### src/design/tucsc_pkg.sv
package tucsc_pkg;
  // Register word addresses (Avalon word index)
  localparam logic [1:0] ADDR_PER_EN   = 2'h0;
  localparam logic [1:0] ADDR_PRESCALE = 2'h1;
  localparam logic [1:0] ADDR_STOP     = 2'h2;
  localparam logic [1:0] ADDR_CLKSEL   = 2'h3;
  localparam int ADDR_W = 2;
  // Field positions
  localparam int CLK_EN_BIT      = 0;
  localparam int PRS_A_LSB       = 0;
  localparam int PRS_W           = 4;
  localparam int PRS_B_LSB       = 4;
  localparam int STOP_CH_LSB     = 0;
  localparam int NUM_CH          = 8;
  localparam int STOP_HI1_BIT    = 9;
  localparam int STOP_HI3_BIT    = 11;
  localparam int SEL_W           = 2;
  localparam int DIV_W           = 15;
  // Reset values
  localparam logic [7:0]  PER_EN_RST   = 8'h00;
  localparam logic [15:0] PRESCALE_RST = 16'h0000;
  localparam logic [15:0] CLKSEL_RST   = 16'h0000;
  // Operation clock select codes
  localparam logic [1:0] SEL_CLK_A = 2'h0;
  localparam logic [1:0] SEL_CLK_B = 2'h2;
endpackage

### src/design/tucsc_prescaler.sv
`timescale 1ns/1ps
`default_nettype none
module tucsc_prescaler #(
  parameter int DIV_W = 15
) (
  input  wire logic       core_clk_i,
  input  wire logic       rst_b_i,
  input  wire logic       ce_i,
  input  wire logic [3:0] code_a_i,
  input  wire logic [3:0] code_b_i,
  output logic            tick_a_o,
  output logic            tick_b_o
);
  logic [DIV_W-1:0] cnt_q;
  logic [DIV_W:0]   carry;

  // Free counter, cleared while unit clock is gated
  always_ff @(posedge core_clk_i or negedge rst_b_i) begin
    if (!rst_b_i) begin
      cnt_q <= '0;
    end else if (ce_i) begin
      cnt_q <= cnt_q + 1'b1;
    end else begin
      cnt_q <= '0;
    end
  end

  // Tick when low bits all ones: period 2**code
  always_comb begin
    carry[0] = 1'b1;
    for (int i = 0; i < DIV_W; i++) begin
      carry[i+1] = carry[i] & cnt_q[i];
    end
  end

  assign tick_a_o = ce_i & carry[code_a_i];
  assign tick_b_o = ce_i & carry[code_b_i];
endmodule // tucsc_prescaler
`default_nettype wire

### src/design/tucsc_stop_gen.sv
`timescale 1ns/1ps
`default_nettype none
module tucsc_stop_gen #(
  parameter int NUM_CH = 8
) (
  input  wire logic              core_clk_i,
  input  wire logic              rst_b_i,
  input  wire logic              clk_en_i,
  input  wire logic              wr_i,
  input  wire logic [15:0]       wdata_i,
  output logic      [NUM_CH-1:0] stop_o,
  output logic      [1:0]        stop_hi_o
);
  // One-cycle pulses, never stored as register state
  always_ff @(posedge core_clk_i or negedge rst_b_i) begin
    if (!rst_b_i) begin
      stop_o    <= '0;
      stop_hi_o <= '0;
    end else if (clk_en_i) begin
      stop_o <= wr_i ? wdata_i[tucsc_pkg::STOP_CH_LSB +: NUM_CH]
                     : '0;
      stop_hi_o <= wr_i ? {wdata_i[tucsc_pkg::STOP_HI3_BIT],
                           wdata_i[tucsc_pkg::STOP_HI1_BIT]}
                        : 2'h0;
    end
  end
endmodule // tucsc_stop_gen
`default_nettype wire

### src/design/tucsc_top.sv
// Overview of operation
// - Enable bit 0 gates timer unit clock
// - Clock A equals system clock over 2**code
// - Writing one to bit n stops channel
// - Bits 11 and 9 stop upper halves
// - Select 00 picks clock A, 10 B
//
// Added by the designer: the address map and the Avalon-MM slave port.
`timescale 1ns/1ps
`default_nettype none
module tucsc_top #(
  parameter int NUM_CH = tucsc_pkg::NUM_CH
) (
  input  wire logic                core_clk_i,
  input  wire logic                rst_b_i,
  input  wire logic                ce_i,
  input  wire logic [1:0]          avs_address,
  input  wire logic                avs_read,
  input  wire logic                avs_write,
  input  wire logic [31:0]         avs_writedata,
  input  wire logic [3:0]          avs_byteenable,
  output logic      [31:0]         avs_readdata,
  output logic                     avs_waitrequest,
  output logic      [1:0]          avs_response,
  output logic                     timer_unit_clock_enable_o,
  output logic                     operation_clock_a_o,
  output logic                     operation_clock_b_o,
  output logic      [NUM_CH-1:0]   channel_tick_o,
  output logic      [NUM_CH-1:0]   channel_stop_o,
  output logic      [1:0]          upper_half_stop_o
);
  logic [7:0]  per_en_q;
  logic [15:0] prescale_q;
  logic [15:0] clksel_q;
  logic        ack_q;
  logic        wr_go;
  logic        rd_go;
  logic        unit_en;
  logic [1:0]  sel;

  // Byte-lane merge for a 16-bit register
  function automatic logic [15:0] merge16(input logic [15:0] old_v,
                                          input logic [31:0] wd,
                                          input logic [3:0]  be);
    merge16 = old_v;
    if (be[0]) merge16[7:0]  = wd[7:0];
    if (be[1]) merge16[15:8] = wd[15:8];
  endfunction

  // One wait cycle then acknowledge
  assign avs_waitrequest = (avs_read | avs_write) & ~ack_q;
  assign wr_go = avs_write & ack_q;
  assign rd_go = avs_read & ack_q;
  assign avs_response = 2'h0;

  always_ff @(posedge core_clk_i or negedge rst_b_i) begin
    if (!rst_b_i) begin
      ack_q <= 1'b0;
    end else if (ce_i) begin
      ack_q <= (avs_read | avs_write) & ~ack_q;
    end
  end

  // Peripheral enable register
  always_ff @(posedge core_clk_i or negedge rst_b_i) begin
    if (!rst_b_i) begin
      per_en_q <= tucsc_pkg::PER_EN_RST;
    end else if (ce_i && wr_go && avs_byteenable[0] &&
                 avs_address == tucsc_pkg::ADDR_PER_EN) begin
      per_en_q <= avs_writedata[7:0];
    end
  end

  // Prescaler select register
  always_ff @(posedge core_clk_i or negedge rst_b_i) begin
    if (!rst_b_i) begin
      prescale_q <= tucsc_pkg::PRESCALE_RST;
    end else if (ce_i && wr_go &&
                 avs_address == tucsc_pkg::ADDR_PRESCALE) begin
      prescale_q <= merge16(prescale_q, avs_writedata, avs_byteenable);
    end
  end

  // Clock select: two bits per channel
  always_ff @(posedge core_clk_i or negedge rst_b_i) begin
    if (!rst_b_i) begin
      clksel_q <= tucsc_pkg::CLKSEL_RST;
    end else if (ce_i && wr_go &&
                 avs_address == tucsc_pkg::ADDR_CLKSEL) begin
      clksel_q <= merge16(clksel_q, avs_writedata, avs_byteenable);
    end
  end

  // Read data registered in the wait cycle, before acknowledge
  always_ff @(posedge core_clk_i or negedge rst_b_i) begin
    if (!rst_b_i) begin
      avs_readdata <= 32'h0000_0000;
    end else if (ce_i && (avs_read & ~ack_q)) begin
      case (avs_address)
        tucsc_pkg::ADDR_PER_EN:   avs_readdata <= {24'h000000, per_en_q};
        tucsc_pkg::ADDR_PRESCALE: avs_readdata <= {16'h0000, prescale_q};
        tucsc_pkg::ADDR_CLKSEL:   avs_readdata <= {16'h0000, clksel_q};
        default:                  avs_readdata <= 32'h0000_0000;
      endcase
    end
  end

  assign unit_en = ce_i & per_en_q[tucsc_pkg::CLK_EN_BIT];
  assign timer_unit_clock_enable_o = per_en_q[tucsc_pkg::CLK_EN_BIT];

  tucsc_prescaler #(
    .DIV_W (tucsc_pkg::DIV_W)
  ) u_prescaler (
    .core_clk_i (core_clk_i),
    .rst_b_i    (rst_b_i),
    .ce_i       (unit_en),
    .code_a_i   (prescale_q[tucsc_pkg::PRS_A_LSB +: tucsc_pkg::PRS_W]),
    .code_b_i   (prescale_q[tucsc_pkg::PRS_B_LSB +: tucsc_pkg::PRS_W]),
    .tick_a_o   (operation_clock_a_o),
    .tick_b_o   (operation_clock_b_o)
  );

  // Per-channel operation clock selection
  genvar g;
  generate
    for (g = 0; g < NUM_CH; g++) begin : g_sel
      if (g * tucsc_pkg::SEL_W < 16) begin : g_have
        assign channel_tick_o[g] =
          (clksel_q[g*tucsc_pkg::SEL_W +: tucsc_pkg::SEL_W]
             == tucsc_pkg::SEL_CLK_B) ? operation_clock_b_o
                                      : operation_clock_a_o;
      end else begin : g_none
        assign channel_tick_o[g] = operation_clock_a_o;
      end
    end
  endgenerate

  tucsc_stop_gen #(
    .NUM_CH (NUM_CH)
  ) u_stop (
    .core_clk_i (core_clk_i),
    .rst_b_i    (rst_b_i),
    .clk_en_i   (ce_i),
    .wr_i       (wr_go && avs_address == tucsc_pkg::ADDR_STOP),
    .wdata_i    (avs_writedata[15:0]),
    .stop_o     (channel_stop_o),
    .stop_hi_o  (upper_half_stop_o)
  );

  assign sel = clksel_q[1:0];

  // Prescaler period check helper
  logic [15:0] gap_q;
  always_ff @(posedge core_clk_i or negedge rst_b_i) begin
    if (!rst_b_i) begin
      gap_q <= 16'h0000;
    end else if (unit_en) begin
      gap_q <= operation_clock_a_o ? 16'h0000 : gap_q + 16'h0001;
    end
  end

  clk_gate_a: assert property (@(posedge core_clk_i) disable iff (!rst_b_i)
    !per_en_q[0] |-> !operation_clock_a_o && !operation_clock_b_o)
    else $error("operation clock ticks while gated");
  div_zero_a: assert property (@(posedge core_clk_i) disable iff (!rst_b_i)
    unit_en && prescale_q[3:0] == 4'h0 |-> operation_clock_a_o)
    else $error("undivided clock missing tick");
  div_period_a: assert property (@(posedge core_clk_i) disable iff (!rst_b_i)
    unit_en && $stable(prescale_q) && operation_clock_a_o && $past(unit_en)
    && $past(operation_clock_a_o) |-> prescale_q[3:0] == 4'h0)
    else $error("clock a ticks back to back when divided");
  stop_pulse_a: assert property (@(posedge core_clk_i) disable iff (!rst_b_i)
    ce_i && wr_go && avs_address == tucsc_pkg::ADDR_STOP
    |=> channel_stop_o == $past(avs_writedata[7:0]))
    else $error("stop pulse does not follow write");
  stop_one_a: assert property (@(posedge core_clk_i) disable iff (!rst_b_i)
    ce_i && !(wr_go && avs_address == tucsc_pkg::ADDR_STOP)
    |=> channel_stop_o == 8'h00 && upper_half_stop_o == 2'h0)
    else $error("stop pulse lasts more than a cycle");
  upper_stop_a: assert property (@(posedge core_clk_i) disable iff (!rst_b_i)
    ce_i && wr_go && avs_address == tucsc_pkg::ADDR_STOP
    |=> upper_half_stop_o == {$past(avs_writedata[11]),
                              $past(avs_writedata[9])})
    else $error("upper half stop mismatch");
  sel_route_a: assert property (@(posedge core_clk_i) disable iff (!rst_b_i)
    sel == tucsc_pkg::SEL_CLK_B |-> channel_tick_o[0] == operation_clock_b_o
    )
    else $error("channel 0 clock select wrong");
  stop_read_a: assert property (@(posedge core_clk_i) disable iff (!rst_b_i)
    ce_i && avs_read && !ack_q && avs_address == tucsc_pkg::ADDR_STOP
    |=> avs_readdata == 32'h0000_0000)
    else $error("stop register reads nonzero");
  bus_ack_a: assert property (@(posedge core_clk_i) disable iff (!rst_b_i)
    ce_i && (avs_read || avs_write) && !ack_q |=> !avs_waitrequest)
    else $error("bus answer late");

  stop_all_c: cover property (@(posedge core_clk_i) disable iff (!rst_b_i)
    channel_stop_o == 8'hFF);
  upper_c: cover property (@(posedge core_clk_i) disable iff (!rst_b_i)
    upper_half_stop_o == 2'h3);
  slow_c: cover property (@(posedge core_clk_i) disable iff (!rst_b_i)
    gap_q == 16'h0007 && prescale_q[3:0] == 4'h3);
  clk_b_c: cover property (@(posedge core_clk_i) disable iff (!rst_b_i)
    sel == tucsc_pkg::SEL_CLK_B && operation_clock_b_o);
endmodule // tucsc_top
`default_nettype wire

### config.mk
export PLATFORM = sky130hd
export DESIGN_NAME = tucsc_top
export DESIGN_NICKNAME = d
export VERILOG_FILES = /design/src/design/tucsc_pkg.sv /design/src/design/tucsc_prescaler.sv /design/src/design/tucsc_stop_gen.sv /design/src/design/tucsc_top.sv
export SDC_FILE = /design/constraint.sdc
export NUM_CORES = 1
export LEC_CHECK = 0
export ABC_AREA = 0
export BUFFER_PORTS_ARGS = -buffer_cell sky130_fd_sc_hd__buf_2
export CAP_MARGIN = 20
export CORE_UTILIZATION = 53
export DETAILED_ROUTE_END_ITERATION = 12
export PLACE_DENSITY = 0.8
export SYNTH_ARGS = -nofsm -noshare
export SYNTH_HDL_FRONTEND = slang
export SYNTH_SLANG_ARGS = --single-unit
### constraint.sdc
create_clock -name core_clk_i -period 2.4 [get_ports core_clk_i]
set_input_delay 0.48 -clock core_clk_i [delete_from_list [all_inputs] [get_ports core_clk_i]]
set_output_delay 0.48 -clock core_clk_i [all_outputs]
set_load 0.05 [all_outputs]
==> metrics.csv <==
stage;metric;value;unit
timing;Final Max Tran Viols;0;
worst_setup_path;crit start category;register;
pwr;Cell Int Power;2.82;mW
worst_setup_path;CP Capture Type;output port;
clocking;Clock Latency Late Sink;0.37;ns
hold_path;Min-Delay Path Class;input pin to async pin;
route;ANT nets after route;0;
yosys;synthesized instance count;364;
finish;sequential cell area;2050;sq um
grt;first-pass GRT wire length;15400;um
finish;filler instances;524;
timing;final setup fails;10;
grt;antenna violations before repair;0;
finish;antenna cell count;0;
yosys;register bit total from synthesis;82;
worst_setup_path;crit path max fanout;5;
floorplanning;Std-Cell Rows;31;
finish;Multi-input gate area;1910;sq um
placement;Place WS;-0.185;ns
finish;Final Cell Area;5090;sq um
pwr;Switch Pwr;1.77;mW
placement;GPL Wtd Cong;0.857;
route;DR vias;3126;
timing;clock skew;0.00832;ns
timing;Fin Hold WS;0.0950;ns
yosys;Syn Area/Cell;11.0;sq um
pwr;part of the power in registers;0.414;
timing;Rel. slew slack;0.638;
yosys;Syn Std Cell Area;4010;sq um
route;Residual DRC;0;
placement;Final HPWL DP;6620;um
finish;Layout area overhead;26.8;%
worst_setup_path;CP max stage cell;dfrtp_1;
worst_setup_path;CP Class;register to output port;
yosys;Unique masters post-synth;39;
timing;worst slew pin tran;0.543;ns
finish;layout cells sized above 1;0.412;
route;Iter 0 DRT Violations;200;
grt;vias in the first global route;3109;
clocking;Worst-path clk slew;0.09;ns
outcome;failing checks;setup timing;
outcome;status;finished, violations left;
pwr;Pleak;2.40;nW
pwr;VDD IR-drop max;0.505;mV
floorplanning;width of the die;89.0;um
placement;post-place instance area;4660;sq um
pwr;Sw Ratio;0.386;
timing;maximum clock rate;0.357;GHz
clocking;CTS buffer count;9;
route;DR WL/cell;17.1;um
finish;Net count, final;508;
route;Total Wirelength;9720;um
floorplanning;num ports;99;
grt;GRT Util Overall;0.266;
timing;RSZ-0062 raised after global routing;true;
worst_setup_path;max incr delay on CP;0.40;ns
timing;Final min period;2.80;ns
grt;largest net degree at the start of global routing;44;
yosys;yosys warns;0;
grt;global route overflow;0;
worst_setup_path;critical path, cell by cell;ha_4 -> ha_4 -> buf_4 -> o2111ai_2 -> a21oi_2 -> nor3_2 -> a211o_1 -> buf_6 -> mux2i_4 -> buf_6;
finish;Final Util;0.698;
clocking;clk sinks;82;
pwr;Comb pwr share;0.354;
clocking;# H-tree levels;3;
placement;I/O Buffers;62;
timing;Final WS setup;-0.398;ns
timing;period utilization;1.17;
floorplanning;total core area;7290;sq um
floorplanning;Die H;89.0;um
pwr;power share of the clock group;0.232;
timing;final hold vios;0;
floorplanning;starting density of the core;0.550;
clocking;maximum clock path buffer count;2;
clocking;CTS tree;built;
clocking;CTS Hold Bufs;0;
pwr;Pwr Density;904;nW/um^2
worst_setup_path;arrival time at the worst endpoint;2.32;ns
floorplanning;Die ar.;7920;sq um
flow_run;max-cap violations;0;
worst_setup_path;worst path required time;1.92;ns
route;via/cell ratio;5.51;
route;Detailed Routing Iterations Pass 1;5;
yosys;register area share after synthesis;0.511;
clocking;CTS Root Cell;clkbuf_8;
## Yosys cell counts, drive strengths merged
library cell,number,share of area
xor2,7,0.015
nor2,30,0.030
a2111oi,2,0.0044
a221oi,2,0.0044
mux2,45,0.13
and3b,1,0.0022
a211o,2,0.0044
a21oi,5,0.0062
conb,1,0.00093
nor2b,1,0.0016
dfrtp,82,0.51
or3,3,0.0047
mux2i,18,0.052
inv,14,0.013
nor3,3,0.0037
o21ai,33,0.041
nand3,8,0.013
a22oi,8,0.015
clkbuf,10,0.0094
nand4,3,0.0047
xnor2,2,0.0044
nand2b,8,0.012
and4,1,0.0028
nand3b,1,0.0019
nand2,29,0.027
buf,24,0.044
a211oi,2,0.0037
and3,5,0.0078
a22o,8,0.017
o21bai,2,0.0037
o2111ai,2,0.0044
ha,2,0.0062
## power by group through the flow
stage	Clock, mW	Sequential [mW]	Combinational [mW]
6_report	1.07	1.91	1.63
3_3_place_gp	0	1.89	1.47
5_1_grt	1.13	1.94	1.73
4_1_cts	1.07	1.89	1.59
2_1_floorplan	0	2.17	0.817
3_5_place_dp	0	1.91	1.51
## critical path: cells and delay by family (launching register included)
family,cells,cell delay [ns]
buffers and inverters,3,0.46
AO/OA/AOI/OAI,3,0.58
AND/OR/NAND/NOR,1,0.05
flip-flops,1,0.40
adder cells (fa/ha/maj),2,0.30
multiplexers,1,0.14
## final timing paths
| kind | start | end | slack [ns] | cells after the start |
|---|---|---|---|---|
| hold / removal | rst_b_i | per_en_q[1] | 0.1 | 1 |
| setup reg to reg | u_prescaler.cnt_q[1] | u_prescaler.cnt_q[13] | 0.65 | 7 |
| max in group asynchronous | rst_b_i | avs_readdata[14] | 1.68 | 2 |
| setup / recovery | u_prescaler.cnt_q[1] | channel_tick_o[4] | -0.40 | 10 |
| min in group core_clk_i | avs_writedata[14] | clksel_q[14] | 0.35 | 2 |
| hold reg to reg | avs_readdata[3] | avs_readdata[3] | 0.48 | 2 |
## registers in the layout, summed over array words and instances (netlist names)
| register | count |
|---|---|
| clksel_q | 16 |
| u_stop.stop_o | 8 |
| per_en_q | 8 |
| u_prescaler.cnt_q | 15 |
| u_stop.stop_hi_o | 2 |
| prescale_q | 16 |
| avs_readdata | 16 |
| ack_q | 1 |
## timing repair
action	CTS	global route
setup endpoints to repair	10	10
pin swaps	7	3
endpoints found under the hold margin	0	0
resized for setup	35	7
buffers inserted	5	2
## logic make-up after synthesis
kind of cell    after synthesis  synth area share
compound gates               66             0.105
mux                          63             0.179
buf+inv                      48            0.0664
fa+ha+maj                     2           0.00624
flops                        82             0.511
simple gates                 93             0.112
xor+xnor                      9            0.0196
other cells                   1          0.000935
## area by class of cell
class	instances	share of cell area
sequential	82	0.403
inverter	14	0.0113
clock inverter	6	0.0143
multi-input combinational	251	0.376
clock buffer	10	0.0270
tap	99	0.0243
timing repair buffer	105	0.144
## cells in the final DEF, fill, tap and decap left out, types with 2 or more instances in the layout
cell         n
dfrtp_1     82
buf_2       51
mux2_2      45
buf_4       39
o21ai_0     32
nand2_1     29
nor2_1      26
conb_1      18
buf_6       12
inv_1       11
mux2i_1     10
clkbuf_8    10
nand2b_1     8
mux2i_4      8
a22o_1       8
a22oi_1      8
nand3_1      7
xor2_1       7
and3_1       5
a21oi_1      4
nor2_2       4
or3_1        3
nand4_1      3
clkinvlp_4   3
xnor2_1      2
nor3_1       2
a211oi_2     2
o21bai_1     2
a211o_1      2
inv_4        2
ha_4         2
buf_8        2
## per-layer routing
metal,GRT usage,vias to the layer above,share of wire
met5,0,-,0
met3,0.0425,23,0.062
li1,-,1432,-
met1,0.359,1541,0.43
met2,0.427,130,0.49
met4,0.120,0,0.027
## stage by stage
| stage | cells | total power [mW] | setup TNS [ns] |
|---|---|---|---|
| after floorplan | 381 | 2.99 | 0 |
| after global placement | 544 | 3.35 | -0.481 |
| after detailed placement | 544 | 3.42 | -1.49 |
| after CTS | 565 | 4.55 | -3.47 |
| after global routing | 567 | 4.80 | -4.54 |
| final | 567 | 4.60 | -3.74 |
No activity file was read; power rests on OpenSTA's default activity.
